`config.mk`:
```
export PLATFORM = sky130hd
export DESIGN_NAME = wps_supervisor
export DESIGN_NICKNAME = d
export VERILOG_FILES = /design/src/wps_sync.sv /design/src/wps_supervisor.sv
export SDC_FILE = /design/constraint.sdc
export NUM_CORES = 1
export LEC_CHECK = 0
export BUFFER_PORTS_ARGS = -buffer_cell sky130_fd_sc_hd__buf_4
export CAP_MARGIN = 20
export CORE_ASPECT_RATIO = 0.7
export CORE_MARGIN = 2
export CORE_UTILIZATION = 60
export CTS_CLUSTER_SIZE = 25
export DETAILED_ROUTE_END_ITERATION = 7
export GPL_ROUTABILITY_DRIVEN = 1
export PLACE_DENSITY = 0.79
export SYNTH_ARGS = -nofsm -noshare
export SYNTH_HDL_FRONTEND = slang
export SYNTH_SLANG_ARGS = --single-unit
export TNS_END_PERCENT = 20
```
`constraint.sdc`:
```
create_clock -name clock_in -period 3.3 [get_ports clock_in]
set_input_delay 0 -clock clock_in [delete_from_list [all_inputs] [get_ports clock_in]]
set_output_delay 0 -clock clock_in [all_outputs]
set_load 0.02 [all_outputs]
```
`src/wps_sync.sv`:
```
// constants package and two-stage synchroniser for the supervisor
package wps_pkg;
   // ****************************************
   // timebase
   // ****************************************
   localparam longint WPS_CLK_HZ = 100_000_000;
   localparam longint WPS_CLK_PER_MS = WPS_CLK_HZ / 1000;
   localparam longint WPS_WDOG_TIMEOUT_MS = 1000;
   localparam longint WPS_SETTLE_MS = 50;
   localparam int WPS_WDOG_CYCLES = int'(WPS_WDOG_TIMEOUT_MS * WPS_CLK_PER_MS);
   localparam int WPS_SETTLE_CYCLES = int'(WPS_SETTLE_MS * WPS_CLK_PER_MS);
   localparam int WPS_CNT_W = 27;
   // ****************************************
   // status word layout
   // ****************************************
   localparam int WPS_STAT_W = 8;
   localparam int WPS_STAT_PF_BIT = 0;
   localparam int WPS_STAT_WD_BIT = 1;
   localparam logic [WPS_STAT_W-1:0] WPS_STAT_RST = 8'h01;
   localparam logic [WPS_CNT_W-1:0] WPS_CNT_ZERO = 27'h0000000;
   localparam logic [WPS_CNT_W-1:0] WPS_CNT_ONE = 27'h0000001;
endpackage : wps_pkg

module wps_sync (
   // clock and reset
   input wire logic clock_in,
   input wire logic reset_n_in,
   // level in and out
   input wire logic async_in,
   input wire logic rst_val_in,
   output logic sync_out
);
   logic meta_q;
   logic sync_q;

   always_ff @(posedge clock_in or negedge reset_n_in) begin
      if (!reset_n_in) begin
         meta_q <= 1'b0;
         sync_q <= 1'b0;
      end else begin
         meta_q <= async_in ^ rst_val_in;
         sync_q <= meta_q;
      end
   end

   assign sync_out = sync_q ^ rst_val_in;
endmodule : wps_sync

```
`src/wps_supervisor.sv`:
```
// watchdog and power supervisor top
// Contract
// - reset forced when no kick arrives within the one second window
// - reset on low supply, held until supply good for 50 ms
// - nmi asserted when power fail input drops below threshold
// - ram chip select forced inactive while reset is active
// - power fail output readable in status bit 0
module wps_supervisor
   import wps_pkg::*;
#(
   parameter int WDOG_CYCLES = WPS_WDOG_CYCLES,
   parameter int SETTLE_CYCLES = WPS_SETTLE_CYCLES
) (
   // clock and reset
   input wire logic clock_in,
   input wire logic reset_n_in,
   // comparator pins, high means level good or below threshold
   input wire logic supply_ok_in,
   input wire logic power_fail_input_in,
   // host side
   input wire logic kick_in,
   input wire logic ram_cs_n_in,
   // supervisor outputs
   output logic reset_n_out,
   output logic nmi_n_out,
   output logic ram_cs_n_out,
   output logic watchdog_timeout_output_out,
   output logic power_fail_output_n_out,
   output logic [WPS_STAT_W-1:0] status_out
);
   // ****************************************
   // input synchronisers
   // ****************************************
   logic supply_s;
   logic pf_s;
   logic kick_s;
   logic kick_prev_q;
   logic kick_pulse;

   wps_sync u_sync_supply (
      .clock_in(clock_in),
      .reset_n_in(reset_n_in),
      .async_in(supply_ok_in),
      .rst_val_in(1'b0),
      .sync_out(supply_s)
   );

   wps_sync u_sync_pf (
      .clock_in(clock_in),
      .reset_n_in(reset_n_in),
      .async_in(power_fail_input_in),
      .rst_val_in(1'b0),
      .sync_out(pf_s)
   );

   wps_sync u_sync_kick (
      .clock_in(clock_in),
      .reset_n_in(reset_n_in),
      .async_in(kick_in),
      .rst_val_in(1'b0),
      .sync_out(kick_s)
   );

   always_ff @(posedge clock_in or negedge reset_n_in) begin
      if (!reset_n_in) begin
         kick_prev_q <= 1'b0;
      end else begin
         kick_prev_q <= kick_s;
      end
   end

   assign kick_pulse = kick_s & ~kick_prev_q;

   // ****************************************
   // watchdog counter
   // ****************************************
   localparam logic [WPS_CNT_W-1:0] WD_LAST = WPS_CNT_W'(WDOG_CYCLES - 1);
   localparam logic [WPS_CNT_W-1:0] SETTLE_LOAD = WPS_CNT_W'(SETTLE_CYCLES);

   function automatic logic [WPS_CNT_W-1:0] cnt_inc(input logic [WPS_CNT_W-1:0] v);
      cnt_inc = v + WPS_CNT_ONE;
   endfunction : cnt_inc

   logic [WPS_CNT_W-1:0] wd_cnt_q;
   logic wd_fire;
   logic [WPS_CNT_W-1:0] hold_cnt_q;
   logic reset_d;
   logic reset_n_q;
   logic rst_hold;

   assign wd_fire = reset_n_q && !kick_pulse && (wd_cnt_q == WD_LAST);

   always_ff @(posedge clock_in or negedge reset_n_in) begin
      if (!reset_n_in) begin
         wd_cnt_q <= WPS_CNT_ZERO;
      end else if (!reset_n_q || kick_pulse || wd_fire) begin
         wd_cnt_q <= WPS_CNT_ZERO;
      end else begin
         wd_cnt_q <= cnt_inc(wd_cnt_q);
      end
   end

   // ****************************************
   // reset hold after dip or timeout
   // ****************************************
   always_ff @(posedge clock_in or negedge reset_n_in) begin
      if (!reset_n_in) begin
         hold_cnt_q <= SETTLE_LOAD;
      end else if (!supply_s || wd_fire) begin
         hold_cnt_q <= SETTLE_LOAD;
      end else if (hold_cnt_q != WPS_CNT_ZERO) begin
         hold_cnt_q <= hold_cnt_q - WPS_CNT_ONE;
      end
   end

   // release only after the last settle cycle has elapsed
   assign reset_d = !supply_s || wd_fire || (hold_cnt_q > WPS_CNT_ONE) ||
                    (hold_cnt_q == WPS_CNT_ONE && !reset_n_q) ? 1'b1 : 1'b0;
   assign rst_hold = reset_d || (hold_cnt_q != WPS_CNT_ZERO);

   always_ff @(posedge clock_in or negedge reset_n_in) begin
      if (!reset_n_in) begin
         reset_n_q <= 1'b0;
         ram_cs_n_out <= 1'b1;
      end else begin
         reset_n_q <= !rst_hold;
         ram_cs_n_out <= rst_hold ? 1'b1 : ram_cs_n_in;
      end
   end

   assign reset_n_out = reset_n_q;

   // ****************************************
   // timeout flag, nmi and status
   // ****************************************
   always_ff @(posedge clock_in or negedge reset_n_in) begin
      if (!reset_n_in) begin
         watchdog_timeout_output_out <= 1'b0;
      end else if (wd_fire) begin
         watchdog_timeout_output_out <= 1'b1;
      end else if (kick_pulse) begin
         watchdog_timeout_output_out <= 1'b0;
      end
   end

   always_ff @(posedge clock_in or negedge reset_n_in) begin
      if (!reset_n_in) begin
         nmi_n_out <= 1'b1;
         power_fail_output_n_out <= 1'b1;
      end else begin
         nmi_n_out <= !pf_s;
         power_fail_output_n_out <= !pf_s;
      end
   end

   always_ff @(posedge clock_in or negedge reset_n_in) begin
      if (!reset_n_in) begin
         status_out <= WPS_STAT_RST;
      end else begin
         status_out <= '0;
         status_out[WPS_STAT_PF_BIT] <= !pf_s;
         status_out[WPS_STAT_WD_BIT] <= wd_fire ||
            (watchdog_timeout_output_out && !kick_pulse);
      end
   end

   // ****************************************
   // checks
   // ****************************************
   logic [WPS_CNT_W-1:0] good_run_q;

   always_ff @(posedge clock_in or negedge reset_n_in) begin
      if (!reset_n_in) begin
         good_run_q <= WPS_CNT_ZERO;
      end else if (!supply_s) begin
         good_run_q <= WPS_CNT_ZERO;
      end else if (good_run_q != {WPS_CNT_W{1'b1}}) begin
         good_run_q <= cnt_inc(good_run_q);
      end
   end

   a_wd_fires: assert property (@(posedge clock_in) disable iff (!reset_n_in)
      (reset_n_out && !kick_pulse && wd_cnt_q == WD_LAST) |=> !reset_n_out)
      else $error("watchdog expiry did not assert reset");

   a_wd_flag_set: assert property (@(posedge clock_in) disable iff (!reset_n_in)
      wd_fire |=> watchdog_timeout_output_out && status_out[WPS_STAT_WD_BIT])
      else $error("timeout flag not shown after expiry");

   a_supply_reset: assert property (@(posedge clock_in) disable iff (!reset_n_in)
      !supply_s |=> !reset_n_out)
      else $error("low supply did not assert reset");

   a_settle_hold: assert property (@(posedge clock_in) disable iff (!reset_n_in)
      $rose(reset_n_out) |-> good_run_q >= WPS_CNT_W'(SETTLE_CYCLES))
      else $error("reset released before settle time");

   a_nmi_follow: assert property (@(posedge clock_in) disable iff (!reset_n_in)
      pf_s |=> !nmi_n_out ##0 !power_fail_output_n_out)
      else $error("nmi not asserted on power fail");

   a_cs_gated: assert property (@(posedge clock_in) disable iff (!reset_n_in)
      !reset_n_out |-> ram_cs_n_out)
      else $error("ram select active during reset");

   a_status_pf: assert property (@(posedge clock_in) disable iff (!reset_n_in)
      pf_s |=> !status_out[WPS_STAT_PF_BIT])
      else $error("status bit 0 does not show power fail");

   a_kick_restart: assert property (@(posedge clock_in) disable iff (!reset_n_in)
      kick_pulse |=> wd_cnt_q == WPS_CNT_ZERO ##1 wd_cnt_q <= WPS_CNT_ONE)
      else $error("kick did not restart the count");

   a_wd_bound: assert property (@(posedge clock_in) disable iff (!reset_n_in)
      wd_cnt_q <= WD_LAST)
      else $error("watchdog count passed its last value");

   a_hold_reset: assert property (@(posedge clock_in) disable iff (!reset_n_in)
      hold_cnt_q != WPS_CNT_ZERO |-> !reset_n_out)
      else $error("reset released while settle count runs");

   a_nmi_release: assert property (@(posedge clock_in) disable iff (!reset_n_in)
      !pf_s |=> nmi_n_out && power_fail_output_n_out)
      else $error("nmi held without power fail");
endmodule : wps_supervisor

```
==> run metrics, run 1 <==
outcome=finished, final reports clean; Worst EP arrival=about 2.9 ns; Skew-Pair Late Insertion Delay=0.35 ns; power density normalized to cell area=around 490 nW/µm²; post-route antenna net violation count=0; cells traversed along the worst timing path=or4_1 > or3_1 > o211ai_1 > nor3_1 > o21a_1; GPL Wtd Cong=roughly 0.86; cell area after placement=about 3400 µm²; final net count=356; Max Clk Rate=about 0.37 GHz; Min-Delay Path Class=input port to async pin; vias in the first global route=approximately 2.2k; post-layout util=70.1%; buffer depth of the longest clock path=2; global-route wire length before repair=between 10,000 and 15,000 µm; CTS tree=done; final worst-path cycle share=81.2%; worst setup margin=0.621 ns; Die Wd=92.4 µm; leak pwr=about 1.5 nW; GRT overflow=0; largest net degree at the start of global routing=67; total of max-cap violations=0; antenna violations before repair=0; critical path launch point=hold_cnt_q[21]$_DFFE_PN0P_; clk slew on worst S/H paths=roughly 0.07 ns; post-cts gate resize count=0; number of CTS-inserted buffers=9; Core Footprint=between 5000 and 6000 µm²; gr busiest metal=met1; count of flip-flops with a built-in enable after synthesis=0; routing usage on met3=7.87%; R2R cell count=5; Tightest Pin Transition=between 0.9 and 1 ns; Layout Skew=around 0.0064 ns; worst slew margin relative to its limit=about 36%; Num Clock Sinks=66; pre-CTS setup slack=approximately 0.67 ns; Fin Setup TNS=0 ns; final setup violation count=0; count of vias placed by the detailed router=2,440; kind of end point of the critical path=flop; count of buffers added by post-CTS timing repair for setup=0; hpwl dp=4090 µm; R2R Setup Slk=roughly 0.62 ns; post-synth top area cell=sky130_fd_sc_hd__dfrtp_1; Post-Place Cells=402; total number of H-tree levels=3; met2 track utilization from global routing=33.0%; Starting DRT DRC Count=between 200 and 250; GRT Overall Usage=between 20% and 30%; Crit Reg-Reg Endpoint=hold_cnt_q[20]$_DFFE_PN0P_; top-count cell post-synth=sky130_fd_sc_hd__dfrtp_1; category of the worst setup path launch point=flop; type of the worst setup path=flop to flop; share of the synthesized area in the top cell type=between 40% and 50%; Critical Path RT=between 3 and 4 ns; number of max-slew violations in the final report=0; ports placed on the boundary=19; average cell area after synthesis=10.0 µm²; post-DR vias/cell=a little under 6; cell area after technology mapping=3280 µm²; final cell count without fillers=around 420; number of filler instances in the final layout=about 380; leading register cell type out of synthesis=sky130_fd_sc_hd__dfrtp_1; Finished Cell Area=between 3000 and 4000 µm²; number of rows created at floorplan=22; Die Span Y=approximately 66 µm; number of synthesized register bits=66; Post-Route WL=6280 µm; Unique masters post-synth=44; Async SR Flop Fraction=between 90% and 100%; Worst path max stage delay=0.64 ns; number of warnings reported in the yosys synthesis log=0; Worst Path Max Fanout=15; global routing met1 resource utilization=34.1%; Post-route DRC=0; hold violation total from the final report=0; worst flop-to-flop path startpoint=hold_cnt_q[21]$_DFFE_PN0P_; clk root buf=sky130_fd_sc_hd__clkbuf_8; starting density of the core=roughly 62%; Worst VDD drop=roughly 0.37 mV; Die Outline Area=6090 µm²; Post-synth top cells=sky130_fd_sc_hd__dfrtp_1 (56), sky130_fd_sc_hd__nor2_1 (46), sky130_fd_sc_hd__xor2_1 (28); Hold WS=around 0.27 ns; unrepaired setup endpoints after global routing=no; overall power of the completed layout=around 1.8 mW; layout overhead on the synthesized area=12.3%; synthesized instance count=327; Pre-Repair DR Iteration Count=4; slowest CP cell=sky130_fd_sc_hd__or3_1; final routed wire length divided by cell count=between 10 and 15 µm; buffers added on ports=12; end of the critical path=hold_cnt_q[20]$_DFFE_PN0P_; ratio of cells with drive above 1 in the final layout=14.2%; top cells by area in the synthesized netlist=sky130_fd_sc_hd__dfrtp_1 (43%), sky130_fd_sc_hd__dfstp_2 (8.0%), sky130_fd_sc_hd__xor2_1 (7.5%); diode insertion count for antenna repair=0; min Tclk post-route=approximately 2.7 ns; Seq/Total Area, Yosys=50.7%
cells in the final DEF (no fill, tap or decap), drive strengths merged, types with 5 or more instances in the layout:
cell	synthesis	routed
or4	6	6
xor2	28	28
buf	10	15
inv	7	7
o211ai	5	5
nand3	16	16
nor2	46	46
conb	1	6
a21oi	10	10
nand4	10	10
nand2	21	21
clkbuf	7	12
dfrtp	56	56
dlygate4sd3	0	5
xnor2	10	10
or3	9	9
dfstp	10	10
o21a	7	7
nor4	10	10
o21ai	9	9
nor3	15	15
metal layers:
metal | share of wire (%) | vias to the layer above
met1 | 50 | 1175
li1 | - | 1175
met5 | 0 | -
met4 | 0.86 | 0
met2 | 42 | 84
met3 | 6.8 | 6
cell families after synthesis:
group | after synthesis | synth area share [%]
and+or+nand+nor | 153 | 25.4
DFF | 66 | 50.7
AOI/OAI and AO/OA | 40 | 7.89
xor gates and xnor gates | 38 | 10.1
buffers and inverters | 24 | 3.92
adders and majority gates | 4 | 1.52
other | 1 | 0.114
muxes | 1 | 0.305
state kept, by name, indices dropped and copies added (netlist names):
signal,count
hold_cnt_q,27
kick_prev_q,1
ram_cs_n_out,1
reset_n_out,1
status_out,2
u_sync_kick.meta_q,1
u_sync_kick.sync_q,1
u_sync_pf.meta_q,1
u_sync_pf.sync_q,1
u_sync_supply.meta_q,1
u_sync_supply.sync_q,1
watchdog_timeout_output_out,1
wd_cnt_q,27
power by group:
group | total (mW) | switching (mW) | internal (mW) | leakage [nW]
registers | 0.866 | 0.0281 | 0.838 | 0.866
logic | 0.151 | 0.0953 | 0.0558 | 0.478
clock network | 0.780 | 0.313 | 0.467 | 0.117
how the worst min path moves through the flow:
| stage | startpoint | endpoint | slack [ns] |
|---|---|---|---|
| after floorplan | reset_n_in | hold_cnt_q[0]$_DFFE_PN0P_ | -0.30 |
| after global placement | kick_in | u_sync_kick.meta_q$_DFF_PN0_ | 0.11 |
| after detailed placement | supply_ok_in | u_sync_supply.meta_q$_DFF_PN0_ | 0.11 |
| after CTS | supply_ok_in | u_sync_supply.meta_q$_DFF_PN0_ | 0.28 |
| after global routing | supply_ok_in | u_sync_supply.meta_q$_DFF_PN0_ | 0.28 |
| final | reset_n_in | wd_cnt_q[4]$_DFF_PN0_ | 0.27 |
cell type report:
| type | instances | area (µm²) | share of cell area [%] |
|---|---|---|---|
| flip-flops and latches | 66 | 1660 | 45.1 |
| repair buffers | 20 | 163 | 4.41 |
| well taps | 72 | 90.1 | 2.44 |
| clock buffers | 12 | 155 | 4.21 |
| clock inverters | 4 | 73.8 | 2.00 |
| inverters | 7 | 26.3 | 0.713 |
| multi-input cells | 242 | 1520 | 41.1 |
critical path: cells and delay by family, from the launching register on:
family	cells	cell delay, ns
compound gates	2	0.80
flops	1	0.41
simple gates	3	1.37
repair_timing:
item / 4_1_cts / 5_1_grt
endpoints found under the hold margin: 60 / 0
hold buffers: 5 / 0
setup endpoints to repair: 0 / 0
(Power assumes the default switching activity.)
==> inputs of run 2 (changes only) <==
- CORE_UTILIZATION: 60 -> 54
- PLACE_DENSITY: 0.79 -> 0.75
- clock period: 3.3 -> 2.31 ns (I/O delays scaled with it)
==> run 2 against run 1 <==
Combinational power increased by 97%. Design area grew 5.7%. Via count up 2.4%. Register-to-register slack got worse by 0.61 ns.
==> run metrics, run 2 (same netlist as run 1, synthesis figures left out) <==
outcome=finished, final reports clean; cell area after placement=approximately 3600 µm²; worst setup margin=approximately 0.0080 ns; Worst VDD drop=0.328 mV; Worst Path Max Fanout=7; Worst path max stage delay=around 0.42 ns; min Tclk post-route=2.30 ns; Min-Delay Path Class=input port to async pin; cells traversed along the worst timing path=inv_2 > ha_1 > or3b_4 > nor4_4 > o211ai_1 > buf_4 > or4_1 > a21oi_1; post-layout util=67.4%; Critical Path RT=roughly 2.6 ns; buffers added on ports=12; count of vias placed by the detailed router=2,498; Layout Skew=about 0.0058 ns; Post-Place Cells=427; clk root buf=sky130_fd_sc_hd__clkbuf_8; Post-route DRC=0; Core Footprint=around 5800 µm²; vias in the first global route=2,430; final net count=380; final cell count without fillers=450; layout overhead on the synthesized area=18.7%; number of CTS-inserted buffers=9; power density normalized to cell area=643 nW/µm²; Hold WS=~0.26 ns; Fin Setup TNS=0 ns; total number of H-tree levels=3; ports placed on the boundary=19; leak pwr=1.57 nW; category of the worst setup path launch point=flop; area occupied by multi-input gates=around 1600 µm²; number of max-slew violations in the final report=0; diode insertion count for antenna repair=0; unrepaired setup endpoints after global routing=yes; Die Wd=approximately 97 µm; CTS tree=done; post-DR vias/cell=5.55; global-route wire length before repair=11,400 µm; worst slew margin relative to its limit=between 40 and 50%; GRT overflow=0; final worst-path cycle share=between 90 and 100%; critical path launch point=hold_cnt_q[0]$_DFFE_PN0P_; Skew-Pair Late Insertion Delay=0.35 ns; post-route antenna net violation count=0; final setup violation count=0; buffer depth of the longest clock path=2; Die Span Y=69.3 µm; kind of end point of the critical path=flop; overall power of the completed layout=approximately 2.5 mW; Worst EP arrival=2.58 ns; Finished Cell Area=3900 µm²; sequential cell area=between 1500 and 2000 µm²; GPL Wtd Cong=between 0.8 and 0.9; type of the worst setup path=flop to flop; number of filler instances in the final layout=457; largest registers=hold_cnt_q x27, wd_cnt_q x27, status_out x2; Max Clk Rate=between 0.4 and 0.5 GHz; starting density of the core=approximately 57%; Pre-Repair DR Iteration Count=4; number of rows created at floorplan=23; Num Clock Sinks=66; clk slew on worst S/H paths=roughly 0.070 ns; pre-CTS setup slack=between 0.02 and 0.025 ns; GRT Overall Usage=a little over a fifth; leading cell types in the layout, fill and taps excluded=sky130_fd_sc_hd__dfrtp_1 (56), sky130_fd_sc_hd__nor2_1 (46), sky130_fd_sc_hd__buf_4 (38); ratio of cells with drive above 1 in the final layout=between 20% and 30%; Starting DRT DRC Count=around 150; final routed wire length divided by cell count=between 10 and 15 µm; hpwl dp=~4500 µm; hold violation total from the final report=0; largest net degree at the start of global routing=between 60 and 70; antenna violations before repair=0; Die Outline Area=around 6700 µm²; Tightest Pin Transition=around 0.8 ns; total of max-cap violations=0; worst flop-to-flop path startpoint=hold_cnt_q[0]$_DFFE_PN0P_; commonest non-fill, non-tap cell in the layout=sky130_fd_sc_hd__dfrtp_1; slowest CP cell=sky130_fd_sc_hd__or3b_4; Post-Route WL=6630 µm
-- run 2: area by class of cell --
cell class	instances	share of cell area [%]
clock buffer	10	3.53
clock inverter	6	1.70
inverter	7	0.674
multi-input combinational	242	39.9
sequential	66	42.7
tap	75	2.41
timing repair buffer	44	9.11
-- run 2: critical path: cells and delay by family, from the launching register on --
| kind | cells | cell delay [ns] |
|---|---|---|
| AO/OA/AOI/OAI | 2 | 0.27 |
| flip-flops | 1 | 0.39 |
| buffers and inverters | 2 | 0.27 |
| AND/OR/NAND/NOR | 3 | 1.14 |
| adder cells (fa/ha/maj) | 1 | 0.16 |
-- run 2: routing by layer --
layer  GRT usage, %  vias to the layer above  share of wire (%)
met5              0                        -                  0
met4           4.78                        0               0.80
met3           7.66                        8                5.7
met2           30.6                       57                 43
met1           31.2                     1206                 51
li1               -                     1227                  -
-- run 2: repair_timing --
action / CTS / global route
endpoints found under the hold margin: 60 / 0
resized for setup: 1 / 4
buffers inserted: 0 / 2
pin swaps: 0 / 3
hold buffers: 5 / 0
setup endpoints to repair: 1 / 34
-- run 2: path summary, 6_finish.rpt --
path	slack, ns	end	cells past startpoint
hold / removal	0.26	wd_cnt_q[24]$_DFF_PN0_	2
hold reg to reg	0.35	u_sync_pf.sync_q$_DFF_PN0_	0
min in group clock_in	0.30	u_sync_kick.meta_q$_DFF_PN0_	2
setup / recovery	0.008	hold_cnt_q[24]$_DFFE_PN0P_	8
max in group asynchronous	1.50	hold_cnt_q[17]$_DFFE_PN0P_	2
setup reg to reg	0.008	hold_cnt_q[24]$_DFFE_PN0P_	8
-- run 2: where the power goes --
part	leakage [nW]	switching (mW)	internal [mW]
clock network	0.0945	0.454	0.526
logic	0.614	0.171	0.127
registers	0.866	0.0320	1.20
